File: config.mk
export PLATFORM = sky130hd
export DESIGN_NAME = ext_bus_port_pins
export DESIGN_NICKNAME = d
export VERILOG_FILES = /design/src/ext_bus_pkg.sv /design/src/ext_bus_port_pins.sv /design/src/machine_cycle_timer.sv /design/src/reset_hold_filter.sv
export VERILOG_INCLUDE_DIRS = /design/src /design/src/src
export SDC_FILE = /design/constraint.sdc
export NUM_CORES = 1
export LEC_CHECK = 0
export ABC_AREA = 1
export BUFFER_PORTS_ARGS = -buffer_cell sky130_fd_sc_hd__buf_2
export CORE_AREA = 3 3 115 117
export DETAILED_ROUTE_END_ITERATION = 12
export DIE_AREA = 0 0 118 120
export PLACE_DENSITY = 0.7
export SLEW_MARGIN = 25
export SYNTH_ARGS = -nofsm -noshare
export SYNTH_HDL_FRONTEND = slang
export SYNTH_SLANG_ARGS = --single-unit
File: constraint.sdc
create_clock -name sys_clk -period 5.05 [get_ports sys_clk]
set_input_delay 0 -clock sys_clk [delete_from_list [all_inputs] [get_ports sys_clk]]
set_output_delay 0 -clock sys_clk [all_outputs]
set_load 0.01 [all_outputs]
File: src/ext_bus_defines.svh
// timing and field constants for the external bus pin block
`ifndef EXT_BUS_DEFINES_SVH
`define EXT_BUS_DEFINES_SVH

// ----------------------------------------
// machine cycle layout
// ----------------------------------------
`define MC_LEN 12
`define MC_LAST 4'hb
`define SLOT_LEN 4'h6
`define RESET_HOLD_MC 2

// ----------------------------------------
// offsets within one six-period slot
// ----------------------------------------
`define ALE_FIRST 4'h0
`define ALE_LAST 4'h1
`define ADDR_LAST 4'h2
`define FETCH_FIRST 4'h3
`define FETCH_LAST 4'h5

// ----------------------------------------
// phases within a data cycle
// ----------------------------------------
`define STROBE_FIRST 4'h3
`define STROBE_LAST 4'ha

// ----------------------------------------
// port 3 and port 1 bit positions
// ----------------------------------------
`define P3_RX 0
`define P3_TX 1
`define P3_IRQ0 2
`define P3_IRQ1 3
`define P3_CNT0 4
`define P3_CNT1 5
`define P3_WR 6
`define P3_RD 7
`define P1_T2AUX 1

`endif

File: src/ext_bus_pkg.sv
// types shared by the external bus pin block
`default_nettype none
package ext_bus_pkg;

  // kind of the current machine cycle
  typedef enum logic [1:0] {
    IDLE_CYC,
    CODE_CYC,
    DATA_CYC
  } bus_cyc_t;

  // data move request from the core
  typedef struct packed {
    logic [15:0] addr;
    logic [7:0] wdata;
    logic write;
    logic wide;
  } data_req_t;

  // drive of one 8-bit port
  typedef struct packed {
    logic [7:0] level;
    logic [7:0] oe;
    logic [7:0] weak_pu;
  } pin_drive_t;

  // alternate inputs handed to the core
  typedef struct packed {
    logic rx;
    logic irq0;
    logic irq1;
    logic timer_zero_count_in;
    logic timer_one_count_in;
    logic t2_aux;
  } alt_in_t;

endpackage
`default_nettype wire

File: src/ext_bus_port_pins.sv
// external memory bus and multi-function port pin logic
//
// Operation
// - Port 2 drives the high address byte on fetches and wide data moves.
// - Port 2 drives ones strongly while it carries an address.
// - Narrow indirect data moves put the port 2 latch on port 2.
// - Port 2 and 3 bits holding one are weakly pulled high as inputs.
// - Port 3 bit 0 is serial receive, bit 1 serial transmit.
// - Port 3 bit 6 is the data write strobe, bit 7 the read strobe.
// - Port 3 bits 2..5 feed interrupts 0, 1 and timer 0, 1 counts.
// - Port 1 bit 1 feeds the timer 2 auxiliary control.
// - Reset pin high for two machine cycles resets; the board holds it.
// - Address latch pulse marks each external access; board latches low address.
// - Address latch pulse runs freely at one sixth of oscillator rate.
// - One address latch pulse is dropped in each data access cycle.
// - Program fetch strobe fires twice per machine cycle when fetching.
// - Two program fetch strobes are dropped in each data access.
// - Port 0 carries multiplexed low address and data bytes.
// - Auxiliary bit 0 leaves address latch active only for data moves.
`include "ext_bus_defines.svh"
`default_nettype none
module ext_bus_port_pins
  import ext_bus_pkg::*;
(
  input wire logic sys_clk,
  input wire logic rstn,
  input wire logic reset_pin,
  input wire logic code_source_select_n,
  input wire logic fetch_en,
  input wire logic [15:0] code_addr,
  input wire logic data_req_valid,
  input wire data_req_t data_req,
  input wire logic ale_off,
  input wire logic [7:0] high_addr_port_latch,
  input wire logic [7:0] p3_latch,
  input wire logic txd_bit,
  input wire logic [7:0] p0_in,
  input wire logic [7:0] p1_in,
  input wire logic [7:0] p3_in,
  output logic [7:0] code_byte,
  output logic code_valid,
  output logic data_ack,
  output logic [7:0] data_rdata,
  output pin_drive_t p0_pins,
  output pin_drive_t port2_pins,
  output pin_drive_t p3_pins,
  output logic port2_strong,
  output logic addr_latch_en,
  output logic program_fetch_strobe_n,
  output alt_in_t alt_in,
  output logic core_reset
);

  // ----------------------------------------
  // helpers
  // ----------------------------------------
  // position inside the current half machine cycle
  function automatic logic [3:0] slot_off(input logic [3:0] ph);
    slot_off = (ph >= `SLOT_LEN) ? ph - `SLOT_LEN : ph;
  endfunction

  // true when a phase lies in a closed range
  function automatic logic in_span(input logic [3:0] v, input logic [3:0] lo,
                                   input logic [3:0] hi);
    in_span = (v >= lo) && (v <= hi);
  endfunction

  // ----------------------------------------
  // sub blocks
  // ----------------------------------------
  logic [3:0] phase;

  machine_cycle_timer machine_cycle_timer_inst (
    .sys_clk(sys_clk),
    .rstn(rstn),
    .phase(phase)
  );

  reset_hold_filter reset_hold_filter_inst (
    .sys_clk(sys_clk),
    .rstn(rstn),
    .reset_pin(reset_pin),
    .core_reset(core_reset)
  );

  // ----------------------------------------
  // cycle selection
  // ----------------------------------------
  bus_cyc_t cyc_q;
  bus_cyc_t cyc_d;
  data_req_t req_q;
  data_req_t req_d;
  logic [15:0] fetch_addr_q;
  logic [3:0] off;
  logic mc_end;
  logic take;
  logic ext_fetch;
  logic is_data;
  logic is_code;
  logic slot_a;
  logic [15:0] slot_addr;

  assign off = slot_off(phase);
  assign mc_end = (phase == `MC_LAST);
  assign slot_a = (phase < `SLOT_LEN);
  assign is_data = (cyc_q == DATA_CYC);
  assign is_code = (cyc_q == CODE_CYC);
  // code comes from outside only while the select input is low
  assign ext_fetch = fetch_en && !code_source_select_n;
  // a data move is taken at the end of a cycle that is not itself a data cycle
  assign take = mc_end && data_req_valid && !is_data;
  assign req_d = take ? data_req : req_q;
  // the fetch address is sampled at the start of each slot
  assign slot_addr = (off == 4'h0) ? code_addr : fetch_addr_q;

  // next cycle kind
  always_comb begin
    cyc_d = cyc_q;
    if (mc_end) begin
      if (take) begin
        cyc_d = DATA_CYC;
      end else if (ext_fetch) begin
        cyc_d = CODE_CYC;
      end else begin
        cyc_d = IDLE_CYC;
      end
    end
  end

  // ----------------------------------------
  // strobe generation
  // ----------------------------------------
  logic ale_slot;
  logic ale_d;
  logic fetch_n_d;
  logic strobe_win;
  logic rd_n_d;
  logic wr_n_d;

  assign ale_slot = in_span(off, `ALE_FIRST, `ALE_LAST);
  // free running pulse, dropped in the second half of a data cycle
  assign ale_d = ale_slot && (is_data ? slot_a : !ale_off);
  // two fetch strobes per code cycle, none in a data cycle
  assign fetch_n_d = !(is_code && in_span(off, `FETCH_FIRST, `FETCH_LAST));
  assign strobe_win = is_data && in_span(phase, `STROBE_FIRST, `STROBE_LAST);
  assign rd_n_d = !(strobe_win && !req_q.write);
  assign wr_n_d = !(strobe_win && req_q.write);

  // ----------------------------------------
  // port 0 multiplexed bus
  // ----------------------------------------
  pin_drive_t p0_d;
  logic addr_time;
  logic [15:0] bus_addr;

  assign addr_time = (off <= `ADDR_LAST) && (is_code || (is_data && slot_a));
  assign bus_addr = is_data ? req_q.addr : slot_addr;
  // low address first, then write data, otherwise released for input
  assign p0_d.level = addr_time ? bus_addr[7:0] : req_q.wdata;
  assign p0_d.oe = (addr_time || (is_data && req_q.write && phase >= `STROBE_FIRST))
                   ? 8'hff : 8'h00;
  assign p0_d.weak_pu = 8'h00;

  // ----------------------------------------
  // port 2 address or latch
  // ----------------------------------------
  pin_drive_t port2_d;
  logic port2_addr;

  // high address on fetches and wide moves, latch on narrow moves
  assign port2_addr = is_code || (is_data && req_q.wide);
  assign port2_d.level = port2_addr ? bus_addr[15:8] : high_addr_port_latch;
  // address ones are driven hard, latch ones only pulled weakly
  assign port2_d.oe = port2_addr ? 8'hff : ~high_addr_port_latch;
  assign port2_d.weak_pu = port2_addr ? 8'h00 : high_addr_port_latch;

  // ----------------------------------------
  // port 3 alternate outputs
  // ----------------------------------------
  pin_drive_t p3_d;
  logic [7:0] p3_alt;

  // transmit and strobes pull low through the latch value
  assign p3_alt = {rd_n_d, wr_n_d, 4'hf, txd_bit, 1'b1};
  assign p3_d.level = p3_latch & p3_alt;
  assign p3_d.oe = ~p3_d.level;
  assign p3_d.weak_pu = p3_d.level;

  // ----------------------------------------
  // alternate inputs
  // ----------------------------------------
  alt_in_t alt_d;

  assign alt_d.rx = p3_in[`P3_RX];
  assign alt_d.irq0 = p3_in[`P3_IRQ0];
  assign alt_d.irq1 = p3_in[`P3_IRQ1];
  assign alt_d.timer_zero_count_in = p3_in[`P3_CNT0];
  assign alt_d.timer_one_count_in = p3_in[`P3_CNT1];
  assign alt_d.t2_aux = p1_in[`P1_T2AUX];

  // ----------------------------------------
  // read capture
  // ----------------------------------------
  logic fetch_n_q;
  logic rd_n_q;
  logic code_cap;
  logic data_cap;

  // sample port 0 as each read strobe ends
  assign code_cap = !fetch_n_q && fetch_n_d;
  assign data_cap = !rd_n_q && rd_n_d;

  // ----------------------------------------
  // state registers
  // ----------------------------------------
  always_ff @(posedge sys_clk or negedge rstn) begin
    if (!rstn) begin
      cyc_q <= IDLE_CYC;
      req_q <= '0;
      fetch_addr_q <= 16'h0000;
    end else begin
      cyc_q <= cyc_d;
      req_q <= req_d;
      fetch_addr_q <= slot_addr;
    end
  end

  // ----------------------------------------
  // pin registers
  // ----------------------------------------
  logic ale_q;

  always_ff @(posedge sys_clk or negedge rstn) begin
    if (!rstn) begin
      ale_q <= 1'b0;
      fetch_n_q <= 1'b1;
      rd_n_q <= 1'b1;
      p0_pins <= '0;
      port2_pins <= '0;
      p3_pins <= '0;
      port2_strong <= 1'b0;
      alt_in <= '0;
    end else begin
      ale_q <= ale_d;
      fetch_n_q <= fetch_n_d;
      rd_n_q <= rd_n_d;
      p0_pins <= p0_d;
      port2_pins <= port2_d;
      p3_pins <= p3_d;
      port2_strong <= port2_addr;
      alt_in <= alt_d;
    end
  end

  assign addr_latch_en = ale_q;
  assign program_fetch_strobe_n = fetch_n_q;

  // ----------------------------------------
  // core answer registers
  // ----------------------------------------
  always_ff @(posedge sys_clk or negedge rstn) begin
    if (!rstn) begin
      code_byte <= 8'h00;
      code_valid <= 1'b0;
      data_ack <= 1'b0;
      data_rdata <= 8'h00;
    end else begin
      code_valid <= code_cap;
      data_ack <= is_data && mc_end;
      if (code_cap) begin
        code_byte <= p0_in;
      end
      if (data_cap) begin
        data_rdata <= p0_in;
      end
    end
  end
endmodule // ext_bus_port_pins
`default_nettype wire

File: src/machine_cycle_timer.sv
// oscillator period counter that marks out each machine cycle
`include "ext_bus_defines.svh"
`default_nettype none
module machine_cycle_timer #(
  parameter int unsigned MC_LEN = `MC_LEN
) (
  input wire logic sys_clk,
  input wire logic rstn,
  output logic [3:0] phase
);

  // ----------------------------------------
  // phase counter
  // ----------------------------------------
  logic [3:0] phase_q;
  logic [3:0] phase_d;

  // wrap after the last period of the cycle
  assign phase_d = (phase_q == 4'(MC_LEN - 1)) ? 4'h0 : phase_q + 4'h1;
  assign phase = phase_q;

  // counter register
  always_ff @(posedge sys_clk or negedge rstn) begin
    if (!rstn) begin
      phase_q <= 4'h0;
    end else begin
      phase_q <= phase_d;
    end
  end
endmodule // machine_cycle_timer
`default_nettype wire

File: src/reset_hold_filter.sv
// reset pin filter that demands a sustained high level
`include "ext_bus_defines.svh"
`default_nettype none
module reset_hold_filter #(
  parameter int unsigned HOLD = `RESET_HOLD_MC * `MC_LEN
) (
  input wire logic sys_clk,
  input wire logic rstn,
  input wire logic reset_pin,
  output logic core_reset
);

  // ----------------------------------------
  // high level counter
  // ----------------------------------------
  logic [7:0] cnt_q;
  logic [7:0] cnt_d;
  logic core_reset_q;
  logic core_reset_d;
  logic held;

  assign held = (cnt_q == 8'(HOLD - 1));
  // count consecutive high samples, restart on any low
  assign cnt_d = !reset_pin ? 8'h00 : (held ? cnt_q : cnt_q + 8'h01);
  assign core_reset_d = reset_pin && held;
  assign core_reset = core_reset_q;

  // filter registers
  always_ff @(posedge sys_clk or negedge rstn) begin
    if (!rstn) begin
      cnt_q <= 8'h00;
      core_reset_q <= 1'b0;
    end else begin
      cnt_q <= cnt_d;
      core_reset_q <= core_reset_d;
    end
  end
endmodule // reset_hold_filter
`default_nettype wire

## After elaboration in Yosys (flattened, before gate mapping)

Index checks and enable logic that the tools add are counted.
W data, S select, Z words.

- Register bits after elaboration: 141
- Input bits: 90
- Output and inout port bits: 100
- Logic and storage cells: 97

- Add/sub/neg operators: 3
- $lt $le $gt $ge: 9
- Eq/ne operators: 5
- Multiplexer cells: 14
- Bitwise logic cells: 3
- Reductions and logical operators: 33

Operators with widths:

| cell | count |
|---|---|
| $mux W8 | 7 |
| $mux W16 | 2 |
| $logic_and A1 B1 Y1 | 20 |
| $not A8 Y8 | 2 |
| $logic_not A1 Y1 | 9 |
| $add A8 B1 Y8 const B | 1 |
| $and A8 B8 Y8 | 1 |
| $eq A8 B5 Y1 const B | 1 |
| $ge A4 B2 Y1 const B | 2 |
| $mux W4 | 2 |
| $add A4 B1 Y4 const B | 1 |
| $eq A4 B4 Y1 const B | 1 |
| $ge A4 B1 Y1 const B | 1 |
| $ge A4 B3 Y1 const B | 1 |
| $le A4 B1 Y1 const B | 1 |
| $le A4 B2 Y1 const B | 1 |
| $le A4 B3 Y1 const B | 1 |
| $le A4 B4 Y1 const B | 1 |
| $logic_not A4 Y1 | 1 |
| $lt A4 B3 Y1 const B | 1 |
| $sub A4 B3 Y4 const B | 1 |
| $logic_or A1 B1 Y1 | 3 |
| $eq A2 B1 Y1 const B | 1 |
| $eq A2 B2 Y1 const B | 1 |
| 3 further kinds | 4 |

## Depth between registers and ports, before layout

- Depth after elaboration: 7
- Mapped depth: 11
- Gate-level depth less buffers: 10

## Modules after synthesis

Synthesis repeated with hierarchy kept, for this count alone.

- Cells, all modules: 543
- Area total of the unflattened synthesis: 5516.5 um^2

Modules (own cells, without submodules):

| module | times used | cells each | area an instance (um^2) | seq. area each (um^2) |
|---|---|---|---|---|
| ext_bus_port_pins | 1 | 470 | 4890.9 | 3030.4 |
| reset_hold_filter | 1 | 58 | 465.4 | 225.2 |
| machine_cycle_timer | 1 | 15 | 160.2 | 100.1 |

## Worst setup path after synthesis

No wires, ideal clock.

- Kind: flip-flop to flip-flop
- From: register machine_cycle_timer_inst.phase_q[1] (netlist: machine_cycle_timer_inst.phase[1])
- To: register p0_pins[22] (netlist bit)
- Setup time: 117 ps
- Data arrival time: 1512 ps
- Required time: 4933 ps
- Setup slack: 3421 ps
- Stages on the path, launching flop included: 11
- Path buffers: 1
- Clock period less this slack: 1629 ps
- Path through: dfrtp_1 > ha_1 > nand2_2 > nand4_1 > nand2_2 > buf_2 > nand3_1 > nand3_1 > nand2_1 > nand2_1 > nand2_1

RTL lines:

| item | line | text |
|---|---|---|
| start, declared | machine_cycle_timer.sv:15 | `logic [3:0] phase_q;` |
| start signal, assigned | machine_cycle_timer.sv:27 | `phase_q <= phase_d;` |
| end signal, assigned | ext_bus_port_pins.sv:247 | `p0_pins <= p0_d;` |
| end, declared | ext_bus_port_pins.sv:44 | `output pin_drive_t p0_pins,` |

## Worst setup path in the final report

- From: register cyc_q[0]
- To: register data_rdata[7]

- Word-level cells in the longest chain between the ends: 5

Ends and longest elaborated chain:

| item | line | text |
|---|---|---|
| start, declared | ext_bus_port_pins.sv:89 | `bus_cyc_t cyc_q;` |
| start signal, assigned | ext_bus_port_pins.sv:222 | `cyc_q <= cyc_d;` |
| $eq A2 B2 Y1 | ext_bus_port_pins.sv:106 | `assign is_data = (cyc_q == DATA_CYC);` |
| $logic_and A1 B1 Y1 | ext_bus_port_pins.sv:145 | `` assign strobe_win = is_data && in_span(phase, `STROBE_FIRST, `STROBE_LAST); `` |
| $logic_and A1 B1 Y1 | ext_bus_port_pins.sv:146 | `assign rd_n_d = !(strobe_win && !req_q.write);` |
| $logic_not A1 Y1 | ext_bus_port_pins.sv:146 |  |
| $logic_and A1 B1 Y1 | ext_bus_port_pins.sv:211 | `assign data_cap = !rd_n_q && rd_n_d;` |
| end signal, assigned | ext_bus_port_pins.sv:274 | `data_rdata <= p0_in;` |
| end, declared | ext_bus_port_pins.sv:43 | `output logic [7:0] data_rdata,` |

No other way between the ends.
A chain may end at the register's enable or synchronous reset.

==> Implementation_results.wiki <==
{| class="wikitable"
! Metric !! Value
|-
| Max IR drop VDD || ~0.21 mV
|-
| Standard cell core area || about 0.012 mm2
|-
| Total routed wirelength || approximately 14 mm
|-
| Wire length of the first global-routing pass || approximately 23 mm
|-
| Tmin final || about 2900 ps
|-
| Number of global-route vias before repair || roughly 4800
|-
| DRC violation count after routing || 0
|-
| Post-cts resize count || 0
|-
| Endpoint arrival time on the critical path || between 3000 and 4000 ps
|-
| Critical Path RT || between 5000 and 6000 ps
|-
| Worst slew pin tran || 760 ps
|-
| Setup repair after global routing missed its margin || false
|-
| Register bit count reported by yosys || 134
|-
| Y dimension of the die || about 120 um
|-
| Largest net degree at the start of global routing || between 70 and 80
|-
| Antenna diode count || 0
|-
| Leakage dissipation || 4.15 nW
|-
| Fin nets || about 920
|-
| Clock sinks || 134
|-
| Placed cell areas || roughly 0.0063 mm2
|-
| Worst-case headroom to the max-slew limit || 49.2%
|-
| Crit-path max FO || 20
|-
| Hold crit path type || in -> async
|-
| Power per cell area || roughly 370 mW/mm2
|-
| Die footprint || 0.0142 mm2
|-
| Crit Reg-Reg Endpoint || data_rdata[7]
|-
| First drt pass iteration count || 4
|-
| Insertion delay of the later-clocked pin in the worst-skew pair || 410 ps
|-
| Root buffer cell || sky130_fd_sc_hd__clkbuf_16
|-
| Number of core rows || between 40 and 50
|-
| Sequential standard cell area || 0.00336 mm2
|-
| Area leader, netlist || sky130_fd_sc_hd__dfrtp_1
|-
| Total count of hold-check failures in the final report || 0
|-
| Setup CP Type || reg -> reg
|-
| Dominant cells by area after synthesis || sky130_fd_sc_hd__dfrtp_1 61%, sky130_fd_sc_hd__nand2_1 14%, sky130_fd_sc_hd__nand3_1 4.4%
|-
| Cell area after layout || ~0.0077 mm2
|-
| Detail Route Antenna Nets || 0
|-
| Setup-violating endpoint count in the final report || 0
|-
| Clock Skews || 6.72 ps
|-
| Register-to-Register Path Depth || 7
|-
| Clk network pwr share || between 40 and 50%
|-
| DRC marker count from the first detailed-route iteration || 311
|-
| Antenna violations before repair || 0
|-
| Number of port buffers || between 150 and 200
|-
| Endpoint kind of the worst setup timing path || flip-flop
|-
| Die width || ~120 um
|-
| Via Count || around 4700
|-
| Drt via density || approximately 4.7
|-
| Outcome || completed
|-
| Routed wire per std cell || between 10 and 15 um
|-
| Final std cells w/o fill || a little over 1000
|-
| Setup TNS || 0 ps
|-
| Sw frac || about a quarter
|-
| Area of the multi-input gates || 0.00164 mm2
|-
| Worst-case register-to-register setup slack || about 2200 ps
|-
| Clock tree from TritonCTS || yes
|-
| Top cell type's share of synthesized area || ~60%
|-
| Detailed-placement wirelength estimate || approximately 8.5 mm
|-
| Fin util || between 60% and 70%
|-
| Cell count after synthesis || a little under 600
|-
| Clk pin slew, worst setup/hold paths || about 50 ps
|-
| Psw || approximately 680 uW
|-
| Fmax || 349 MHz
|-
| Remaining global-route overflow || 0
|-
| Fraction of final layout cells sized beyond drive strength 1 || a little over a quarter
|-
| Area Growth Syn to Fin || 41.4%
|-
| Number of buffers created by CTS || 17
|-
| Max-cap viol count || 0
|-
| Sequential area share after synthesis || between 60% and 70%
|-
| Netlist cell types || 28
|-
| Startpoint of the worst register-to-register path || cyc_q[0]
|-
| Synth Area per Inst || roughly 9.3 um2
|-
| Worst setup SP type || flip-flop
|-
| Combinational fraction of design power || about an eighth
|-
| H-tree levels || 4
|-
| Area of the mapped netlist || about 0.0055 mm2
|-
| Placed cells || about 900
|-
| Count of yosys warnings during synthesis || 0
|-
| Worst hold margin || approximately 110 ps
|-
| Placer Congestion || about 0.78
|-
| Clock buffer depth || 2
|-
| Starting Density || approximately 44%
|-
| Max-slew violation count || 0
|-
| Internal power summed over all cells || ~2.2 mW
|-
| Count of filler cells inserted in the layout || just over 1000
|-
| Count of boundary I/O pins || 190
|-
| Gr usage total || 20.2%
|-
| Share of total power in sequential cells || a little over two fifths
|-
| Final Cycle Share || between 50% and 60%
|}
-- state kept, by name, indices dropped and copies added (netlist names), 2 cells and up --
| signal | flops |
|---|---|
| alt_in | 6 |
| code_byte | 8 |
| cyc_q | 2 |
| data_rdata | 8 |
| fetch_addr_q | 16 |
| machine_cycle_timer_inst.phase | 4 |
| p0_pins | 9 |
| p3_pins | 16 |
| port2_pins | 24 |
| req_q | 26 |
| reset_hold_filter_inst.cnt_q | 8 |
-- through the flow --
stage	total power, mW	worst slack [ps]
6_report	2.85	2180
5_1_grt	2.99	1890
4_1_cts	2.88	2140
3_5_place_dp	1.56	2180
3_3_place_gp	1.55	2250
2_1_floorplan	1.41	3420
-- cell usage after synthesis, drive strengths merged --
library cell / instances
dfrtp: 132
clkbuf: 6
dfstp: 2
nand3: 52
o21bai: 8
nand4: 2
a21oi: 9
inv: 59
clkinv: 3
ha: 4
nor2: 35
buf: 31
nand2: 211
conb: 1
nor3: 7
xor2: 2
and2: 8
o21ai: 17
-- power by group through the flow --
stage | combinational (mW) | clock [mW] | sequential (mW)
after floorplan | 0.129 | 0 | 1.28
after global placement | 0.312 | 0 | 1.24
after detailed placement | 0.317 | 0 | 1.24
after CTS | 0.366 | 1.29 | 1.23
after global routing | 0.405 | 1.34 | 1.24
final | 0.364 | 1.25 | 1.23
-- layer usage --
metal / track usage (%) / routed length, um / vias to the layer above / part of all wire [%]
met1: 23.6 / 5480 / 2277 / 40
li1: - / - / 2269 / -
met5: 0 / 0 / - / 0
met3: 6.22 / 924 / 23 / 6.7
met4: 8.28 / 312 / 0 / 2.3
met2: 34.7 / 6980 / 173 / 51
-- cell families (layout without fill, tap and decap cells) --
logic type	Yosys count	after routing	share of synthesized area, %
xor gates and xnor gates	2	2	0.321
and+or+nand+nor	315	315	24.5
other	1	8	0.0688
buffers and inverters	99	344	8.88
DFF	134	134	61.6
adders and majority gates	4	4	0.918
AOI/OAI and AO/OA	34	34	3.76
-- worst max-delay path, stage by stage, from the launching register on --
cell and delay, ps:
sky130_fd_sc_hd__dfrtp_1 390, sky130_fd_sc_hd__inv_1 70, sky130_fd_sc_hd__nand2_1 440, sky130_fd_sc_hd__inv_1 750
sky130_fd_sc_hd__nand3_1 520, sky130_fd_sc_hd__nand2_1 420, sky130_fd_sc_hd__nand2_1 110, sky130_fd_sc_hd__nand2_1 90
-- worst max-delay path by stage --
stage                     to  cells after the start                              start
6_report       data_rdata[7]                      7                           cyc_q[0]
5_1_grt        data_rdata[7]                      7                           cyc_q[0]
4_1_cts        data_rdata[7]                      7                           cyc_q[0]
3_5_place_dp   data_rdata[5]                      7                           cyc_q[0]
3_3_place_gp   data_rdata[2]                      7                           cyc_q[0]
2_1_floorplan    p0_pins[22]                     10  machine_cycle_timer_inst.phase[1]
-- layout make-up --
class                           instances  share of cell area (%)
Clock buffer                           24                    6.38
Clock inverter                          8                    1.56
Inverter                               62                    3.04
Multi-Input combinational cell        363                    21.2
Sequential cell                       134                    43.5
Tap cell                              172                    2.79
Timing Repair Buffer                  250                    21.5
-- what timing repair did --
action | CTS | global route
endpoints found under the hold margin | 171 | 0
setup buffers | 0 | 0
hold buffers | 78 | 0
-- layout by cell type, fill, tap and decap left out, types with 4 or more instances in the layout --
cell,n
sky130_fd_sc_hd__clkinv_2,4
sky130_fd_sc_hd__nand2_1,206
sky130_fd_sc_hd__buf_2,170
sky130_fd_sc_hd__o21ai_0,17
sky130_fd_sc_hd__dfrtp_1,132
sky130_fd_sc_hd__and2_1,8
sky130_fd_sc_hd__nor3_1,6
sky130_fd_sc_hd__nand3_1,48
sky130_fd_sc_hd__clkbuf_8,4
sky130_fd_sc_hd__clkbuf_16,17
sky130_fd_sc_hd__dlygate4sd3_1,78
sky130_fd_sc_hd__nand2_2,5
sky130_fd_sc_hd__conb_1,8
sky130_fd_sc_hd__nor2_1,35
sky130_fd_sc_hd__a21oi_1,7
sky130_fd_sc_hd__o21bai_1,8
sky130_fd_sc_hd__inv_1,56
sky130_fd_sc_hd__ha_1,4
No activity file was read; power rests on OpenSTA's default activity.
